File: src/core/spimsp_pkg.sv
// shared constants, register map and types of the serial port block
package spimsp_pkg;

  ////////////////////////////////////////////////////////////////////////////
  // register map: printed index, byte address is four times the index
  localparam int         ADDR_W       = 8;
  localparam logic [7:0] IDX_CONTROL  = 8'h0D;
  localparam logic [7:0] IDX_STATUS   = 8'h0E;
  localparam logic [7:0] IDX_DATA     = 8'h0F;
  localparam logic [7:0] ADDR_CONTROL = {IDX_CONTROL[5:0], 2'b00};
  localparam logic [7:0] ADDR_STATUS  = {IDX_STATUS[5:0], 2'b00};
  localparam logic [7:0] ADDR_DATA    = {IDX_DATA[5:0], 2'b00};

  // reset values
  localparam logic [7:0] CONTROL_RESET = 8'h00;
  localparam logic [7:0] DATA_RESET    = 8'h00;

  // status field positions
  localparam int ST_DONE_BIT = 7;
  localparam int ST_WRITE_COLLISION_FLAG_BIT = 6;
  localparam int ST_DBL_BIT  = 0;

  // bus answers
  localparam logic [1:0] RESP_OKAY   = 2'b00;
  localparam logic [1:0] RESP_SLVERR = 2'b10;

  ////////////////////////////////////////////////////////////////////////////
  // serial framing: two clock edges per bit
  localparam logic [4:0] EDGES_PER_BYTE = 5'h10;
  localparam logic [2:0] LAST_BIT       = 3'h7;

  // half-period counts minus one, for divide by 2 .. 128
  localparam logic [6:0] HALF_DIV2   = 7'h00;
  localparam logic [6:0] HALF_DIV4   = 7'h01;
  localparam logic [6:0] HALF_DIV8   = 7'h03;
  localparam logic [6:0] HALF_DIV16  = 7'h07;
  localparam logic [6:0] HALF_DIV32  = 7'h0F;
  localparam logic [6:0] HALF_DIV64  = 7'h1F;
  localparam logic [6:0] HALF_DIV128 = 7'h3F;

  ////////////////////////////////////////////////////////////////////////////
  // control register layout, bit 7 first
  typedef struct packed {
    logic       irq_en;
    logic       enable;
    logic       lsb_first;
    logic       master;
    logic       clock_polarity;
    logic       clock_phase;
    logic [1:0] rate;
  } spimsp_ctrl_t;

  // one bit per serial pin
  typedef struct packed {
    logic sck;
    logic mosi;
    logic miso;
    logic ss;
  } spimsp_pins_t;

  // transfer sequencer, gray along idle -> shift -> finish
  typedef enum logic [1:0] {
    ST_IDLE   = 2'b00,
    ST_SHIFT  = 2'b01,
    ST_FINISH = 2'b11
  } spimsp_state_t;

endpackage

File: src/core/spimsp_port.sv
// serial peripheral port, master or slave, with an AXI4-Lite register slave
//
// Notes on behaviour
// - master: select pin as output is plain GPIO
// - select as input pulled low in master: drop to slave
// - master loss also sets the done flag
// - stay slave until software sets master again
// - slave active while select low; MISO per direction
// - slave select high: pins inputs, logic reset
// - select rising mid-byte aborts both directions
// - interrupt when flag, enable and global enable
// - port enable gates every serial operation
// - bit order: one means LSB first
// - control bit 4 selects master operation
// - clock polarity sets the idle clock level
// - clock phase with polarity gives four modes
// - master clock divider from double-speed and rate
// - rate bits ignored while slave
// - done flag on transfer end or master loss
// - done cleared by vector, or status-then-data access
// - write while busy sets collision flag
// - status bits 5..1 read zero
// - data write starts; read returns receive buffer
// - master clocks exactly one byte then stops
// - receive buffer holds until next full byte
`timescale 1ns/1ns
module spimsp_port (
  // clock and reset
  input  wire logic                       clk,
  input  wire logic                       rst_b,
  // AXI4-Lite write channels
  input  wire logic [spimsp_pkg::ADDR_W-1:0] s_axi_awaddr,
  input  wire logic                       s_axi_awvalid,
  output logic                            s_axi_awready,
  input  wire logic [31:0]                s_axi_wdata,
  input  wire logic [3:0]                 s_axi_wstrb,
  input  wire logic                       s_axi_wvalid,
  output logic                            s_axi_wready,
  output logic [1:0]                      s_axi_bresp,
  output logic                            s_axi_bvalid,
  input  wire logic                       s_axi_bready,
  // AXI4-Lite read channels
  input  wire logic [spimsp_pkg::ADDR_W-1:0] s_axi_araddr,
  input  wire logic                       s_axi_arvalid,
  output logic                            s_axi_arready,
  output logic [31:0]                     s_axi_rdata,
  output logic [1:0]                      s_axi_rresp,
  output logic                            s_axi_rvalid,
  input  wire logic                       s_axi_rready,
  // port direction settings and select pin output value
  input  wire spimsp_pkg::spimsp_pins_t   pin_dir,
  input  wire logic                       ss_gpio_value,
  // interrupt interface to the processor
  input  wire logic                       global_irq_en,
  input  wire logic                       irq_vector_taken,
  output logic                            port_irq,
  // serial pins
  input  wire spimsp_pkg::spimsp_pins_t   pins_i,
  output spimsp_pkg::spimsp_pins_t        pins_o,
  output spimsp_pkg::spimsp_pins_t        pins_oe
);

  spimsp_pkg::spimsp_ctrl_t  ctrl;
  spimsp_pkg::spimsp_state_t state;
  logic       dbl_speed;
  logic       done_flag;
  logic       write_collision_flag_flag;
  logic       clr_armed;
  logic [7:0] tx_byte;
  logic [7:0] rx_shift;
  logic [7:0] rx_buf;
  logic [4:0] edge_cnt;
  logic [6:0] div_cnt;
  logic [6:0] half_limit;
  logic       sck_prev;
  logic [7:0] rd_addr;

  ////////////////////////////////////////////////////////////////////////////
  // bus decode: write address and data are taken together
  logic wr_go;
  logic rd_go;
  logic wr_lane0;
  logic wr_ctrl;
  logic wr_stat;
  logic wr_data;
  logic rd_stat;
  logic rd_data;
  logic wr_mapped;
  logic rd_mapped;

  assign wr_go         = s_axi_awvalid & s_axi_wvalid & ~s_axi_bvalid;
  assign rd_go         = s_axi_arvalid & ~s_axi_rvalid;
  assign s_axi_awready = wr_go;
  assign s_axi_wready  = wr_go;
  assign s_axi_arready = rd_go;
  assign wr_lane0      = wr_go & s_axi_wstrb[0];
  assign wr_ctrl       = wr_lane0 & (s_axi_awaddr == spimsp_pkg::ADDR_CONTROL);
  assign wr_stat       = wr_lane0 & (s_axi_awaddr == spimsp_pkg::ADDR_STATUS);
  assign wr_data       = wr_lane0 & (s_axi_awaddr == spimsp_pkg::ADDR_DATA);
  assign rd_stat       = rd_go & (s_axi_araddr == spimsp_pkg::ADDR_STATUS);
  assign rd_data       = rd_go & (s_axi_araddr == spimsp_pkg::ADDR_DATA);
  assign wr_mapped     = (s_axi_awaddr == spimsp_pkg::ADDR_CONTROL) |
                         (s_axi_awaddr == spimsp_pkg::ADDR_STATUS) |
                         (s_axi_awaddr == spimsp_pkg::ADDR_DATA);
  assign rd_mapped     = (s_axi_araddr == spimsp_pkg::ADDR_CONTROL) |
                         (s_axi_araddr == spimsp_pkg::ADDR_STATUS) |
                         (s_axi_araddr == spimsp_pkg::ADDR_DATA);

  ////////////////////////////////////////////////////////////////////////////
  // mode and event terms
  logic busy;
  logic slave_act;
  logic master_loss;
  logic abort;
  logic tick;
  logic edge_now;
  logic sample_now;
  logic start_master;
  logic data_access;
  logic [7:0] status_word;

  assign busy        = (state != spimsp_pkg::ST_IDLE) | (edge_cnt != 5'h00);
  // slave runs only while enabled and selected
  assign slave_act   = ctrl.enable & ~ctrl.master & ~pins_i.ss;
  // select as input pulled low means another master wants the bus
  assign master_loss = ctrl.enable & ctrl.master & ~pin_dir.ss & ~pins_i.ss;
  // any of these ends a byte at once, partial data is dropped
  assign abort       = ~ctrl.enable | master_loss |
                       (~ctrl.master & pins_i.ss);
  assign tick        = (state == spimsp_pkg::ST_SHIFT) & (div_cnt == half_limit);
  // slave edges come from the sampled pin; rate bits play no part here
  assign edge_now    = ctrl.master ? tick
                                   : (slave_act & (pins_i.sck != sck_prev));
  assign sample_now  = edge_now & (edge_cnt[0] == ctrl.clock_phase);
  assign start_master = wr_data & ~busy & ctrl.enable & ctrl.master;
  assign data_access = wr_data | rd_data;
  assign status_word = {done_flag, write_collision_flag_flag, 5'h00, dbl_speed};

  ////////////////////////////////////////////////////////////////////////////
  // master divider selection, doubled rates when double-speed is set
  always_comb begin
    case ({dbl_speed, ctrl.rate})
      3'b000:  half_limit = spimsp_pkg::HALF_DIV4;
      3'b001:  half_limit = spimsp_pkg::HALF_DIV16;
      3'b010:  half_limit = spimsp_pkg::HALF_DIV64;
      3'b011:  half_limit = spimsp_pkg::HALF_DIV128;
      3'b100:  half_limit = spimsp_pkg::HALF_DIV2;
      3'b101:  half_limit = spimsp_pkg::HALF_DIV8;
      3'b110:  half_limit = spimsp_pkg::HALF_DIV32;
      3'b111:  half_limit = spimsp_pkg::HALF_DIV64;
      default: half_limit = spimsp_pkg::HALF_DIV4;
    endcase
  end

  // bit position of the current output and sample bits
  logic [2:0] out_idx;
  logic [2:0] smp_idx;
  logic [2:0] out_pos;
  logic [2:0] smp_pos;
  logic [4:0] edge_m1;
  logic       in_bit;

  assign edge_m1 = (edge_cnt == 5'h00) ? 5'h00 : (edge_cnt - 5'h01);
  // phase 1 moves data on leading edges, phase 0 on trailing ones
  assign out_idx = ctrl.clock_phase ? edge_m1[3:1] : edge_cnt[3:1];
  assign smp_idx = edge_cnt[3:1];
  assign out_pos = ctrl.lsb_first ? out_idx : (spimsp_pkg::LAST_BIT - out_idx);
  assign smp_pos = ctrl.lsb_first ? smp_idx : (spimsp_pkg::LAST_BIT - smp_idx);
  assign in_bit  = ctrl.master ? pins_i.miso : pins_i.mosi;

  ////////////////////////////////////////////////////////////////////////////
  // control register; select loss overrides a same-cycle write
  always_ff @(posedge clk or negedge rst_b) begin
    if (!rst_b) begin
      ctrl <= spimsp_pkg::CONTROL_RESET;
    end else if (master_loss) begin
      ctrl.master <= 1'b0;
    end else if (wr_ctrl) begin
      ctrl <= s_axi_wdata[7:0];
    end
  end

  // double-speed is the only writable status bit
  always_ff @(posedge clk or negedge rst_b) begin
    if (!rst_b) begin
      dbl_speed <= 1'b0;
    end else if (wr_stat) begin
      dbl_speed <= s_axi_wdata[spimsp_pkg::ST_DBL_BIT];
    end
  end

  ////////////////////////////////////////////////////////////////////////////
  // transfer sequencer
  always_ff @(posedge clk or negedge rst_b) begin
    if (!rst_b) begin
      state <= spimsp_pkg::ST_IDLE;
    end else if (abort) begin
      state <= spimsp_pkg::ST_IDLE;
    end else begin
      case (state)
        spimsp_pkg::ST_IDLE: begin
          if (start_master) begin
            state <= spimsp_pkg::ST_SHIFT;
          end else if (edge_cnt == spimsp_pkg::EDGES_PER_BYTE) begin
            state <= spimsp_pkg::ST_FINISH;
          end
        end
        spimsp_pkg::ST_SHIFT: begin
          // clock stops after exactly one byte
          if (edge_cnt == spimsp_pkg::EDGES_PER_BYTE) begin
            state <= spimsp_pkg::ST_FINISH;
          end
        end
        spimsp_pkg::ST_FINISH: state <= spimsp_pkg::ST_IDLE;
        default: state <= spimsp_pkg::ST_IDLE;
      endcase
    end
  end

  // half-period divider, only runs while the master shifts
  always_ff @(posedge clk or negedge rst_b) begin
    if (!rst_b) begin
      div_cnt <= 7'h00;
    end else if (tick || state != spimsp_pkg::ST_SHIFT) begin
      div_cnt <= 7'h00;
    end else begin
      div_cnt <= div_cnt + 7'h01;
    end
  end

  // edge counter and receive shifter
  always_ff @(posedge clk or negedge rst_b) begin
    if (!rst_b) begin
      edge_cnt <= 5'h00;
      rx_shift <= spimsp_pkg::DATA_RESET;
    end else if (abort || state == spimsp_pkg::ST_FINISH) begin
      edge_cnt <= 5'h00;
    end else if (edge_now && edge_cnt != spimsp_pkg::EDGES_PER_BYTE) begin
      edge_cnt <= edge_cnt + 5'h01;
      if (sample_now) begin
        rx_shift[smp_pos] <= in_bit;
      end
    end
  end

  // slave clock history, kept fresh so no false edge at selection
  always_ff @(posedge clk or negedge rst_b) begin
    if (!rst_b) begin
      sck_prev <= 1'b0;
    end else begin
      sck_prev <= pins_i.sck;
    end
  end

  // transmit byte is single-buffered: loads only while idle
  always_ff @(posedge clk or negedge rst_b) begin
    if (!rst_b) begin
      tx_byte <= spimsp_pkg::DATA_RESET;
    end else if (wr_data && !busy) begin
      tx_byte <= s_axi_wdata[7:0];
    end
  end

  // receive buffer, overwritten only by a complete byte
  always_ff @(posedge clk or negedge rst_b) begin
    if (!rst_b) begin
      rx_buf <= spimsp_pkg::DATA_RESET;
    end else if (state == spimsp_pkg::ST_FINISH) begin
      rx_buf <= rx_shift;
    end
  end

  ////////////////////////////////////////////////////////////////////////////
  // status flags; a hardware set wins over a clear in the same cycle
  logic set_done;
  logic clr_flags;

  assign set_done  = (state == spimsp_pkg::ST_FINISH) | master_loss;
  assign clr_flags = clr_armed & data_access;

  always_ff @(posedge clk or negedge rst_b) begin
    if (!rst_b) begin
      done_flag <= 1'b0;
    end else if (set_done) begin
      done_flag <= 1'b1;
    end else if (clr_flags || irq_vector_taken) begin
      done_flag <= 1'b0;
    end
  end

  always_ff @(posedge clk or negedge rst_b) begin
    if (!rst_b) begin
      write_collision_flag_flag <= 1'b0;
    end else if (wr_data && busy) begin
      write_collision_flag_flag <= 1'b1;
    end else if (clr_flags) begin
      write_collision_flag_flag <= 1'b0;
    end
  end

  // a status read that sees a flag arms the clear by the next data access
  always_ff @(posedge clk or negedge rst_b) begin
    if (!rst_b) begin
      clr_armed <= 1'b0;
    end else if (rd_stat && (done_flag || write_collision_flag_flag)) begin
      clr_armed <= 1'b1;
    end else if (data_access) begin
      clr_armed <= 1'b0;
    end
  end

  // interrupt request, gated by port and global enables
  always_ff @(posedge clk or negedge rst_b) begin
    if (!rst_b) begin
      port_irq <= 1'b0;
    end else begin
      port_irq <= done_flag & ctrl.irq_en & global_irq_en;
    end
  end

  ////////////////////////////////////////////////////////////////////////////
  // pin drivers, registered so clock and data move together
  always_ff @(posedge clk or negedge rst_b) begin
    if (!rst_b) begin
      pins_o  <= '0;
      pins_oe <= '0;
    end else begin
      pins_o.sck  <= ctrl.clock_polarity ^ edge_cnt[0];
      pins_o.mosi <= tx_byte[out_pos];
      pins_o.miso <= tx_byte[out_pos];
      pins_o.ss   <= ss_gpio_value;
      // master: SCK, MOSI and select follow the user directions
      pins_oe.sck  <= ctrl.enable & ctrl.master & pin_dir.sck & ~master_loss;
      pins_oe.mosi <= ctrl.enable & ctrl.master & pin_dir.mosi & ~master_loss;
      pins_oe.ss   <= ctrl.enable & ctrl.master & pin_dir.ss;
      // slave: only MISO may drive, and only while selected
      pins_oe.miso <= slave_act & pin_dir.miso;
    end
  end

  ////////////////////////////////////////////////////////////////////////////
  // write response
  always_ff @(posedge clk or negedge rst_b) begin
    if (!rst_b) begin
      s_axi_bvalid <= 1'b0;
      s_axi_bresp  <= spimsp_pkg::RESP_OKAY;
    end else if (wr_go) begin
      s_axi_bvalid <= 1'b1;
      s_axi_bresp  <= wr_mapped ? spimsp_pkg::RESP_OKAY : spimsp_pkg::RESP_SLVERR;
    end else if (s_axi_bready) begin
      s_axi_bvalid <= 1'b0;
    end
  end

  // read response; data reads return the receive buffer
  always_ff @(posedge clk or negedge rst_b) begin
    if (!rst_b) begin
      s_axi_rvalid <= 1'b0;
      s_axi_rresp  <= spimsp_pkg::RESP_OKAY;
      s_axi_rdata  <= 32'h0000_0000;
      rd_addr      <= 8'h00;
    end else if (rd_go) begin
      s_axi_rvalid <= 1'b1;
      rd_addr      <= s_axi_araddr;
      s_axi_rresp  <= rd_mapped ? spimsp_pkg::RESP_OKAY : spimsp_pkg::RESP_SLVERR;
      case (s_axi_araddr)
        spimsp_pkg::ADDR_CONTROL: s_axi_rdata <= {24'h00_0000, ctrl};
        spimsp_pkg::ADDR_STATUS:  s_axi_rdata <= {24'h00_0000, status_word};
        spimsp_pkg::ADDR_DATA:    s_axi_rdata <= {24'h00_0000, rx_buf};
        default:                  s_axi_rdata <= 32'h0000_0000;
      endcase
    end else if (s_axi_rready) begin
      s_axi_rvalid <= 1'b0;
    end
  end
endmodule

File: config.mk
export PLATFORM = sky130hd
export DESIGN_NAME = spimsp_port
export DESIGN_NICKNAME = d
export VERILOG_FILES = /design/src/core/spimsp_pkg.sv /design/src/core/spimsp_port.sv
export SDC_FILE = /design/constraint.sdc
export NUM_CORES = 1
export LEC_CHECK = 0
export ABC_AREA = 1
export ABC_CLOCK_PERIOD_IN_PS = 1600
export BUFFER_PORTS_ARGS = -buffer_cell sky130_fd_sc_hd__buf_2
export CORE_AREA = 5 5 98 100
export CTS_BUF_LIST = sky130_fd_sc_hd__clkbuf_16
export DETAILED_ROUTE_END_ITERATION = 7
export DIE_AREA = 0 0 103 105
export HOLD_SLACK_MARGIN = 0.08
export PLACE_DENSITY = 0.82
export REMOVE_ABC_BUFFERS = 1
export SYNTH_ARGS = -nofsm -noshare
export SYNTH_HDL_FRONTEND = slang
export SYNTH_SLANG_ARGS = --single-unit
File: constraint.sdc
create_clock -name clk -period 1.6 [get_ports clk]
set_input_delay 0.32 -clock clk [delete_from_list [all_inputs] [get_ports clk]]
set_output_delay 0.32 -clock clk [all_outputs]
set_load 0.02 [all_outputs]
; ---- Yosys cells after proc, flatten, opt, wreduce, memory -nomap -nowiden
; Memories as Yosys holds them, arrays and structs flattened.
; Index checks and enable logic that the tools add are counted.
[totals]
inputBits = 70
reg_bits = 97
word_cells = 159
latch_bits = 0
romBits = 48
ram_bits = 0
out_inout_bits = 50
mem_count = 1
[op_classes]
n_shift = 0
addsub = 5
eq_ne = 14
bitwise_logic = 49
reduce_logical = 23
n_mul = 0
muxes = 33
n_div = 0
n_lt_le_gt_ge = 3
[memory_table]
columns = name, words, width, read_ports, rd_clocked_by_memory_dff, write_ports, line_no
row1 = (no name shown), 8, 6, 1, 0, 0, spimsp_port.sv:142  ; case ({dbl_speed, ctrl.rate})
[op_table]
columns = cell, n
row1 = $eq 8x6->1 const B, 6
row2 = $and 1x1->1, 30
row3 = $pmux 8 s3, 1
row4 = $reduce_bool 2->1, 8
row5 = $mux 1, 15
row6 = $mux 5, 3
row7 = $mux 2, 5
row8 = $mux 3, 3
row9 = $not 1->1, 9
row10 = $or 1x1->1, 9
row11 = $bwmux 8, 1
row12 = $lt 3x4->1 const B, 2
row13 = $add 7x1->7 const B, 1
row14 = $eq 7x7->1, 1
row15 = $mux 7, 1
row16 = $sub 3x3->3 const A, 2
row17 = $add 5x1->5 const B, 1
row18 = $eq 5x5->1 const B, 1
row19 = $logic_and 1x1->1, 5
row20 = $logic_not 5->1, 1
row21 = $ne 5x5->1 const B, 1
row22 = $reduce_bool 5->1, 1
row23 = $logic_or 1x1->1, 4
row24 = $mux 4, 1
row25 = 15 further kinds, 15

; ---- Longest topological paths before layout
; Gate-level depths: netlist (run 1).
[depth]
ltp_word = 10
mapped_depth = 12
depth_no_buf = 12

; ---- Worst setup path before layout (run 1)
; No wires, ideal clock.
[synth_path]
path_kind = flip-flop to flip-flop
startpoint = reg s_axi_bvalid
endpoint = reg ctrl[3] in the netlist's numbering
stages_incl_launch_ff = 9
setup_ps = 125
arrival_time_ps = 1532
required_time_ps = 1475
path_buffers = 0
period_less_slack_ps = 1657
slack_ps = -57
path_cell_list = dfrtp_1 -> inv_1 -> nand3_1 -> inv_1 -> nand2_1 -> inv_1 -> nand2_1 -> nor2_2 -> mux2_2
[synth_between]
elab_chain_len = 5
[synth_rtl]
columns = item, line_no
row1 = "start, declared", spimsp_port.sv:40  ; output logic s_axi_bvalid,
row2 = "start signal, assigned", spimsp_port.sv:345  ; s_axi_bvalid <= 1'b0;
row3 = "start signal, assigned", spimsp_port.sv:348  ; s_axi_bvalid <= 1'b1;
row4 = "start signal, assigned", spimsp_port.sv:351  ; s_axi_bvalid <= 1'b0;
row5 = $not 1->1, spimsp_port.sv:91  ; assign wr_go = s_axi_awvalid & s_axi_wvalid & ~s_axi_bvalid;
row6 = $and 1x1->1, spimsp_port.sv:91
row7 = net s_axi_awready, spimsp_port.sv:34  ; output logic s_axi_awready,
row8 = $and 1x1->1, spimsp_port.sv:96  ; assign wr_lane0 = wr_go & s_axi_wstrb[0];
row9 = $and 1x1->1, spimsp_port.sv:97  ; assign wr_ctrl = wr_lane0 & (s_axi_awaddr == spimsp_pkg::ADDR_CONTROL);
row10 = $reduce_and 2->1 (no line), --
row11 = "end signal, assigned", spimsp_port.sv:175  ; ctrl <= spimsp_pkg::CONTROL_RESET;
row12 = "end signal, assigned", spimsp_port.sv:179  ; ctrl <= s_axi_wdata[7:0];
row13 = "end, declared", spimsp_port.sv:63  ; spimsp_pkg::spimsp_ctrl_t ctrl;
; The timed path passes the listed nets, and every way through them passes these cells.
; A chain may end at the register's enable or synchronous reset.

; ---- Worst setup path in the final report (run 1)
[layout_path]
startpoint = reg div_cnt[0]
endpoint = reg edge_cnt[1]
[layout_between]
elab_chain_len = 5
[layout_rtl]
columns = item, line_no
row1 = "start, declared", spimsp_port.sv:73  ; logic [6:0] div_cnt;
row2 = "start signal, assigned", spimsp_port.sv:227  ; div_cnt <= div_cnt + 7'h01;
row3 = $eq 7x7->1, spimsp_port.sv:130  ; assign tick = (state == spimsp_pkg::ST_SHIFT) & (div_cnt == half_limit);
row4 = $and 1x1->1, spimsp_port.sv:130
row5 = $mux 1, spimsp_port.sv:132  ; assign edge_now = ctrl.master ? tick
row6 = $logic_and 1x1->1, spimsp_port.sv:238  ; end else if (edge_now && edge_cnt != spimsp_pkg::EDGES_PER_BYTE) begin
row7 = $reduce_bool 2->1 (no line), --
row8 = "end signal, assigned", spimsp_port.sv:239  ; edge_cnt <= edge_cnt + 5'h01;
row9 = "end, declared", spimsp_port.sv:72  ; logic [4:0] edge_cnt;
; Every way passes these cells.

==> results of run 1 <==
## Yosys cell counts, types with 2 or more instances
| cell | instances |
|---|---|
| a21oi_1 | 6 |
| nor3_4 | 3 |
| o21ai_2 | 5 |
| nor3b_1 | 3 |
| buf_2 | 4 |
| nand4_1 | 22 |
| o22ai_1 | 5 |
| nor2_2 | 5 |
| nand3_1 | 42 |
| nor2_4 | 4 |
| nand2_1 | 116 |
| nand3b_1 | 2 |
| inv_2 | 5 |
| dfrtp_1 | 71 |
| ha_1 | 4 |
| nor2_1 | 32 |
| buf_4 | 28 |
| nand2_4 | 2 |
| inv_1 | 47 |
| o21ai_1 | 6 |
| a31oi_1 | 2 |
| nor3_1 | 2 |
| nand2_2 | 15 |
| clkbuf_1 | 2 |
| or2_1 | 3 |
| o21ai_0 | 23 |
| xor2_1 | 11 |
## layer usage
metal  track usage [%]  vias to the layer above
met5                 0                        -
met3              3.66                       35
met1              22.8                     1729
met2              33.5                      144
li1                  -                     1730
met4              9.25                        0
## flip-flops by register name, indices dropped and copies added, names as in the netlist, 2 cells and up
register     cells
state            2
edge_cnt         5
div_cnt          7
pins_o           3
pins_oe          4
s_axi_rdata      8
rx_shift         8
ctrl             8
rx_buf           8
tx_byte          8
## logic make-up (layout without fill, tap and decap cells)
logic type / after synthesis / after routing / synth area share, %
other: 1 / 26 / 0.0946
adders and majority gates: 4 / 4 / 1.26
DFF: 71 / 71 / 44.8
buffers and inverters: 87 / 167 / 11.2
and+or+nand+nor: 256 / 257 / 32.3
AOI/OAI and AO/OA: 51 / 52 / 7.64
muxes: 1 / 1 / 0.284
xor gates and xnor gates: 11 / 11 / 2.43
## layout make-up
type                    instances  area (µm²)  share of cell area (%)
well taps                     108         135                    2.67
inverters                      52         198                    3.90
multi-input cells             351        1970                    39.0
clock inverters                 7         143                    2.81
repair buffers                 99         613                    12.1
flip-flops and latches         71        1780                    35.1
clock buffers                   9         225                    4.44
## report_power, final
| group | total, µW | switching (µW) | internal [µW] |
|---|---|---|---|
| Clock | 2490 | 797 | 1690 |
| Sequential | 1930 | 53.9 | 1880 |
| Combinational | 1040 | 674 | 364 |
| Total | 5460 | 1530 | 3930 |
## path summary, 6_finish.rpt
kind                                   to  slack [ns]  cells after the start
max                           edge_cnt[1]       -0.01                      9
min                             pins_o[0]         0.1                      1
max reg2reg                   edge_cnt[1]       -0.01                      9
min reg2reg                s_axi_rdata[1]        0.48                      2
max in group asynchronous       dbl_speed        0.75                      3
min in group asynchronous      div_cnt[3]        0.53                      3
## worst reg2reg max path: cells and delay by family, from the launching register on
kind                   cells  cell delay [ns]
AO/OA/AOI/OAI              2             0.34
AND/OR/NAND/NOR            6             0.67
buffers and inverters      1             0.14
flip-flops                 1             0.40
## timing repair
item | 4_1_cts | 5_1_grt
endpoints found under the setup margin | 11 | 27
resized for setup | 18 | 20
hold buffers | 1 | 0
pin swaps | 9 | 16
cloned | 1 | 1
endpoints found under the hold margin | 71 | 0
setup buffers | 2 | 2
## per-stage QoR
| step | setup slack (ns) | instances |
|---|---|---|
| floorplan | -0.348 | 472 |
| detailed placement | -0.142 | 674 |
| CTS | -0.00869 | 694 |
| finish | -0.0144 | 697 |
| global placement | -0.127 | 674 |
| global route | -0.164 | 697 |
==> impl_summary.md, run 1 <==
Status
The final reports fail on setup timing. The flow ran to the end, but the final reports show violations.

Routing
The final layout contains routed wiring with a total length of 10200 µm. Once detail routing completed, the nets flagged for antenna violations numbered 0. The wire length the detailed router placed on met1 is slightly below 4000 µm. In the detailed route, the total length drawn on met3 is ~600 µm.

The top layer reached by signal wires is met4. The routed via count divided by cell count is between 5 and 6. The first TritonRoute pass finished after 5 iterations. The number of vias in the routed layout is between 3000 and 4000.

The number of violations reported at the end of detailed-routing iteration 0 is between 200 and 250. The routed length on met2 is ~5300 µm. In the routed design, unresolved DRC markers number 0. After detailed routing, the average wire length per cell comes to 14.6 µm.

Synthesis
The count of flip-flops with a built-in enable after synthesis is 0. The mapped netlist covers approximately 4000 µm². Counting every instance in the synthesized netlist gives 482. The number of unique standard cell types used by synthesis is 39. Ranked by total cell area, the synthesized netlist is headed by dfrtp_1, nand2_1, buf_4. Counting flops and latches in the post-synthesis netlist gives a little over 70. After synthesis, the share of flip-flops with an asynchronous set or reset is between 90% and 100%. The share of synthesized area in the top cell type comes to between 40 and 50%. The commonest register cell after synthesis is dfrtp_1. The synthesized area divided by synthesized cell count is ~8 µm².

The cell type with the largest total area after synthesis is dfrtp_1. The Yosys step of the flow raised 0 warnings. For this run, the register share of the synthesized area comes to 44.8%.

Place
The placed wire-length estimate after detailed placement is slightly above 7000 µm. The count of buffers from port buffering is 66. The weighted congestion reported at the end of routability-driven placement is between 0.8 and 0.9. Once placement finished, the instance area stood at roughly 4500 µm².

Timing
Setup repair after global routing could not meet its margin everywhere. The final-report setup violation count is 6. The slack of the critical path is -0.0144 ns. The max-slew violation total from the final report is 0. In the final timing run, aggregate negative setup slack is -0.0445 ns.

For the final database, setup skew stands at 0.00730 ns. Dividing the final minimum period by the clock period gives 101%. The minimum hold slack is around 0.097 ns. The final-report hold violation count is 0.

The maximum achievable frequency is between 600 and 700 MHz. The final critical-path required period is ~1.6 ns.

Clock tree
The TritonCTS clock tree is done. The latest clock arrival within the worst-skew pair is 0.34 ns. In this run the deepest clock path goes through 2 buffers.

Clock tree synthesis selected as its root buffer the cell clkbuf_16. In this run, CTS created clock tree buffers numbering 9. The clock net sink count is between 70 and 80. The H-tree generated during clock tree synthesis spans 3 levels. The clock-pin slew of the registers on the worst-case setup and hold paths is roughly 0.060 ns.

Worst setup path
The maximum cell stage delay along the critical path is roughly 0.4 ns. The type of the worst setup path is reg -> reg. The cell that appears most often on the critical path is nand2_1. The kind of cell with the highest combined delay along the critical path is simple AND/OR/NAND/NOR gates. The startpoint kind of the worst setup timing path is a flip-flop. In this run the worst path has a maximum fanout of 5.

At the worst endpoint, the required time is around 1.9 ns. The critical register-to-register path startpoint is div_cnt[0]. For the worst setup path, the data arrival time is approximately 1.9 ns. Walking the worst path, the cells encountered are buf_4 -> nand2_1 -> nand2_1 -> nand2_2 -> nor2_4 -> nand4_4 -> a21oi_4 -> nand3_1 -> o21ai_2. The type of destination of the critical path is a flip-flop. The start point of the critical path is div_cnt[0].

The number of buffers and inverters on the critical path is 1. The critical-path cell with the highest stage delay is dfrtp_1.

Power and ir drop
The leakage power is between 0.002 and 0.003 µW. The worst-case vdd ir drop is roughly 0.57 mV. Power comes to 5460 µW. Dividing total power by cell area gives a power density of approximately 1100 nW/µm².

Hold path
The kind of path behind the tightest hold check is in -> reg. The critical hold path startpoint is ss_gpio_value.

Floorplanning
The initialized floorplan defines 34 standard-cell rows. The floorplan step defined a core boundary enclosing roughly 8600 µm². In this run the vertical extent of the chip is between 100 and 150 µm. The die covers 10800 µm². The starting density of the core is between 40% and 50%. During I/O placement, the number of pins put on the boundary was 120. The width of the die is slightly above 100 µm.

Cells and area
The number of nets in the layout is between 600 and 700. Relative to the synthesized area, the layout overhead comes to 27.9%. The final design instance area without fill is a little over 5000 µm².

The leading cell type in the layout, fill and taps excluded is nand2_1. The top cell types in the final layout, fill and taps aside, are nand2_1, dfrtp_1, buf_2. Cells fill between 50% and 60% of the core in the end. The number of inserted diodes is 0. The number of inserted filler cells in the final layout is a little over 700. Cells with a size suffix above 1 make up 32.1% of the layout.

Global route
The via count of the first global-routing pass is approximately 3600. The initial antenna violation count is 0. Global routing used ~19% of the available tracks across all layers. The first-pass GRT wire length is around 17000 µm. Entering global routing, the biggest net connects between 70 and 80 pins. Global routing finished with a remaining overflow of 0.

Job
Across the run, the number of max-cap violations was 0.
(Power assumes the default switching activity.)
==> run 2: changes to the inputs <==
--- a/config.mk
+++ b/config.mk
@@ -8,12 +8,12 @@
 export ABC_AREA = 1
 export ABC_CLOCK_PERIOD_IN_PS = 1600
 export BUFFER_PORTS_ARGS = -buffer_cell sky130_fd_sc_hd__buf_2
-export CORE_AREA = 5 5 98 100
-export CTS_BUF_LIST = sky130_fd_sc_hd__clkbuf_16
+export CORE_AREA = 5 5 97 99
+export CTS_BUF_LIST = sky130_fd_sc_hd__clkbuf_4
 export DETAILED_ROUTE_END_ITERATION = 7
-export DIE_AREA = 0 0 103 105
+export DIE_AREA = 0 0 102 104
 export HOLD_SLACK_MARGIN = 0.08
-export PLACE_DENSITY = 0.82
+export PLACE_DENSITY = 0.83
 export REMOVE_ABC_BUFFERS = 1
 export SYNTH_ARGS = -nofsm -noshare
 export SYNTH_HDL_FRONTEND = slang
==> run 2 against run 1 <==
  * The run still ends with setup timing left
  * Die area is 1.9% lower
  * Total power down 24%
  * Critical endpoint is now rx_shift[4]
  * Clock power fell by 55%
  * Critical path type unchanged
  * Hold slack improved by 0.0024 ns
  * Flip-flop and latch count stayed put
  * Core utilization is 0.75 points lower
  * Wire length is 1.1% lower
  * Clock-buffer cell count stayed put
==> impl_summary.md, run 2 (same netlist as run 1, synthesis figures left out) <==
Worst setup path
The maximum fanout count along the critical path is 5 (unchanged). The depth of the most critical reg-to-reg path is 10 (+1). The critical register-to-register path startpoint is ctrl[0].

The critical path required time is 1.95 ns (+0.08 ns). The maximum cell stage delay along the critical path is 0.43 ns (+0.03 ns). The cell seen most often among critical-path stages is nand2_2. The slowest stage of the critical path belongs to the cell dfrtp_2. Traced cell by cell, the critical path runs through inv_2 -> nand2_2 -> nand2_2 -> nand2_2 -> nand2_2 -> nor2_4 -> nand4_4 -> a21oi_4 -> nand4_1 -> nand2_1. The worst reg2reg path endpoint is rx_shift[4]. The critical path is of the reg -> reg type. The flop-to-flop setup slack was -0.07 ns (-0.05 ns).

The count of cell instances traversed by the critical path came to 10 (+1). The family of cells with the greatest summed delay on the critical path is simple AND/OR/NAND/NOR gates. The number of buffers and inverters on the critical path is 1 (unchanged).

The startpoint kind of the worst setup timing path is a flip-flop. STA classifies the critical path endpoint as a flip-flop. The arrival time at the worst endpoint came to 2.02 ns (+0.14 ns).

Cells and area
The final standard cell utilization of the core is 58.2% (-0.75 points). The fraction of layout cells with a size suffix above 1 is 31.9% (-0.16 points). The number of nets in the layout is 664 (+0.91%). The leading cell type in the layout, fill and taps excluded is nand2_1. In the layout the commonest cells are nand2_1, dfrtp_1, buf_2.

The area growth from synthesis to layout is 24.4%. The number of inserted diodes is 0 (unchanged). The number of inserted filler cells in the final layout is 725 (+2.7%).

Clock tree
The clock net sink count was 71 (unchanged). The maximum level of the CTS H-tree was 3 (unchanged). The latest clock arrival within the worst-skew pair is 0.41 ns (+0.07 ns).

The number of buffers on the longest clock path is 2 (unchanged). The clock-pin slew of the registers on the worst-case setup and hold paths is 0.12 ns (+0.06 ns). The clock tree root buffer cell is clkbuf_4. The number of CTS-inserted buffers is 9 (unchanged). TritonCTS built the clock tree.

Power and ir drop
The worst-case vdd ir drop is 0.419 mV (-27%). The switching share of total power came to 33.8% (+5.8 points). The power density relative to cell area is 845 nW/µm² (-22%). The net switching power of the design was 1410 µW (-7.8%).

The leakage power came to 0.00258 µW (-3.2%). The internal portion of total power is 2760 µW (-30%). The sequential power share is 46.3% (+11 points). The power share of the clock group is 26.8% (-19 points). The combinational fraction of design power is 26.9% (+7.9 points). The post-route total power was 4160 µW (-24%).

Place
The weighted congestion reported at the end of routability-driven placement is 0.919 (+7.2%). The placed wire-length estimate after detailed placement is 7340 µm (+1.7%). The count of buffers from port buffering is 66 (unchanged). The worst setup slack after placement is -0.106 ns (+0.0356 ns).

Routing
The number of violations reported at the end of detailed-routing iteration 0 was 229 (-2.1%). The routed via count divided by cell count is 5.17 (-0.99%). The first-pass detailed-route iteration total was 4 (-1). The total wire length after detailed routing is 10100 µm (-1.1%).

The DRC violations left is 0 (unchanged). The detailed-route wire length per cell is 14.3 µm (-2.0%). The count of nets left with antenna violations after detail routing is 0 (unchanged). The number of vias in the routed layout was 3633 (-0.14%).

Timing
The accumulated negative setup slack came to -0.493 ns (-0.448 ns). The final-report setup violation count was 13 (+7). The slack of the critical path is -0.0693 ns (-0.0549 ns). The post-route clock period utilization is 104% (+3.4 points).

The max-slew violation total from the final report is 0 (unchanged). Setup repair after global routing could not meet its margin everywhere. The final critical-path required period is 1.67 ns (+0.0549 ns). The maximum achievable frequency is 599 MHz (-3.3%). The clock tree skew after final layout is 0.00920 ns (+0.00191 ns).

The final-report hold violation count is 0 (unchanged).

Floorplanning
The I/O pin count came to 120 (unchanged). The vertical die dimension is 104 µm (-0.95%). The total number of placement rows is 34 (unchanged). The core box area is 8470 µm² (-1.5%). The width of the die is 102 µm (-0.97%).

The starting density of the core is 46.8% (+0.70 points). The die outline area is 10600 µm² (-1.9%).

Status
The final reports fail on setup timing. The run finished, with violations left.

Job
The count of max-cap constraint violations is 0 (unchanged).

Global route
The remaining global-route overflow is 0 (unchanged). The maximum number of pins on one net before global-route repair is 30 (-58%). The first-pass GRT wire length is 16200 µm (-2.5%). The all-layer global routing usage is 18.9% (-0.49 points). The initial antenna violation count was 0 (unchanged). The via count of the first global-routing pass came to 3464 (-4.5%).

Hold path
The critical hold path startpoint is s_axi_rready. The kind of path behind the tightest hold check is in -> reg. The endpoint of the worst hold-timing path is s_axi_rvalid. The worst hold path depth is 2 (+1).
-- run 2: stage by stage --
| stage | hold WS, ns | instances | instance area [µm²] |
|---|---|---|---|
| floorplan | 0.0244 | 472 | 3810 |
| global placement | 0.288 | 671 | 4500 |
| detailed placement | 0.290 | 671 | 4500 |
| CTS | 0.0860 | 694 | 4770 |
| global route | 0.0958 | 703 | 4930 |
| finish | 0.0991 | 703 | 4930 |
-- run 2: how the worst max path moves through the flow --
stage	startpoint	end	slack, ns
after floorplan	s_axi_bvalid	ctrl[3]	-0.35
after global placement	s_axi_awaddr[1]	ctrl[3]	-0.05
after detailed placement	s_axi_awaddr[1]	ctrl[3]	-0.11
after CTS	ctrl[0]	edge_cnt[3]	-0.002
after global routing	dbl_speed	edge_cnt[4]	-0.16
final	ctrl[0]	rx_shift[4]	-0.07
-- run 2: power groups by stage --
stage	combinational (µW)	sequential (µW)	clock [µW]
global placement	905	1960	0
CTS	1030	1930	1120
floorplan	484	2030	0
global route	1220	1940	1200
finish	1120	1930	1120
detailed placement	938	1960	0
-- run 2: area by class of cell --
cell class,instances,area (µm²),share of cell area [%]
tap,108,135,2.74
timing repair buffer,104,686,13.9
clock inverter,7,63.8,1.29
sequential,71,1780,36.1
inverter,52,198,4.01
clock buffer,9,67.6,1.37
multi-input combinational,352,2000,40.6
-- run 2: metal layers --
| layer | global-route usage [%] | part of all wire [%] |
|---|---|---|
| met1 | 23.6 | 40 |
| met2 | 32.2 | 52 |
| met3 | 3.09 | 5.5 |
| met4 | 7.40 | 2.6 |
| met5 | 0 | 0 |
-- run 2: worst register-to-register path, delay by kind of cell (launching register included) --
family,cells,cell delay [ns]
DFF,1,0.43
buffers and inverters,1,0.08
and+or+nand+nor,8,0.84
AOI/OAI and AO/OA,1,0.28
-- run 2: what timing repair did --
item                                   CTS  global route
setup endpoints to repair               15            36
hold buffers                             4             0
pin swaps                                5            22
endpoints found under the hold margin   19             0
setup buffers                            2             7
gates cloned                             1             2
gates resized for setup                 21            24
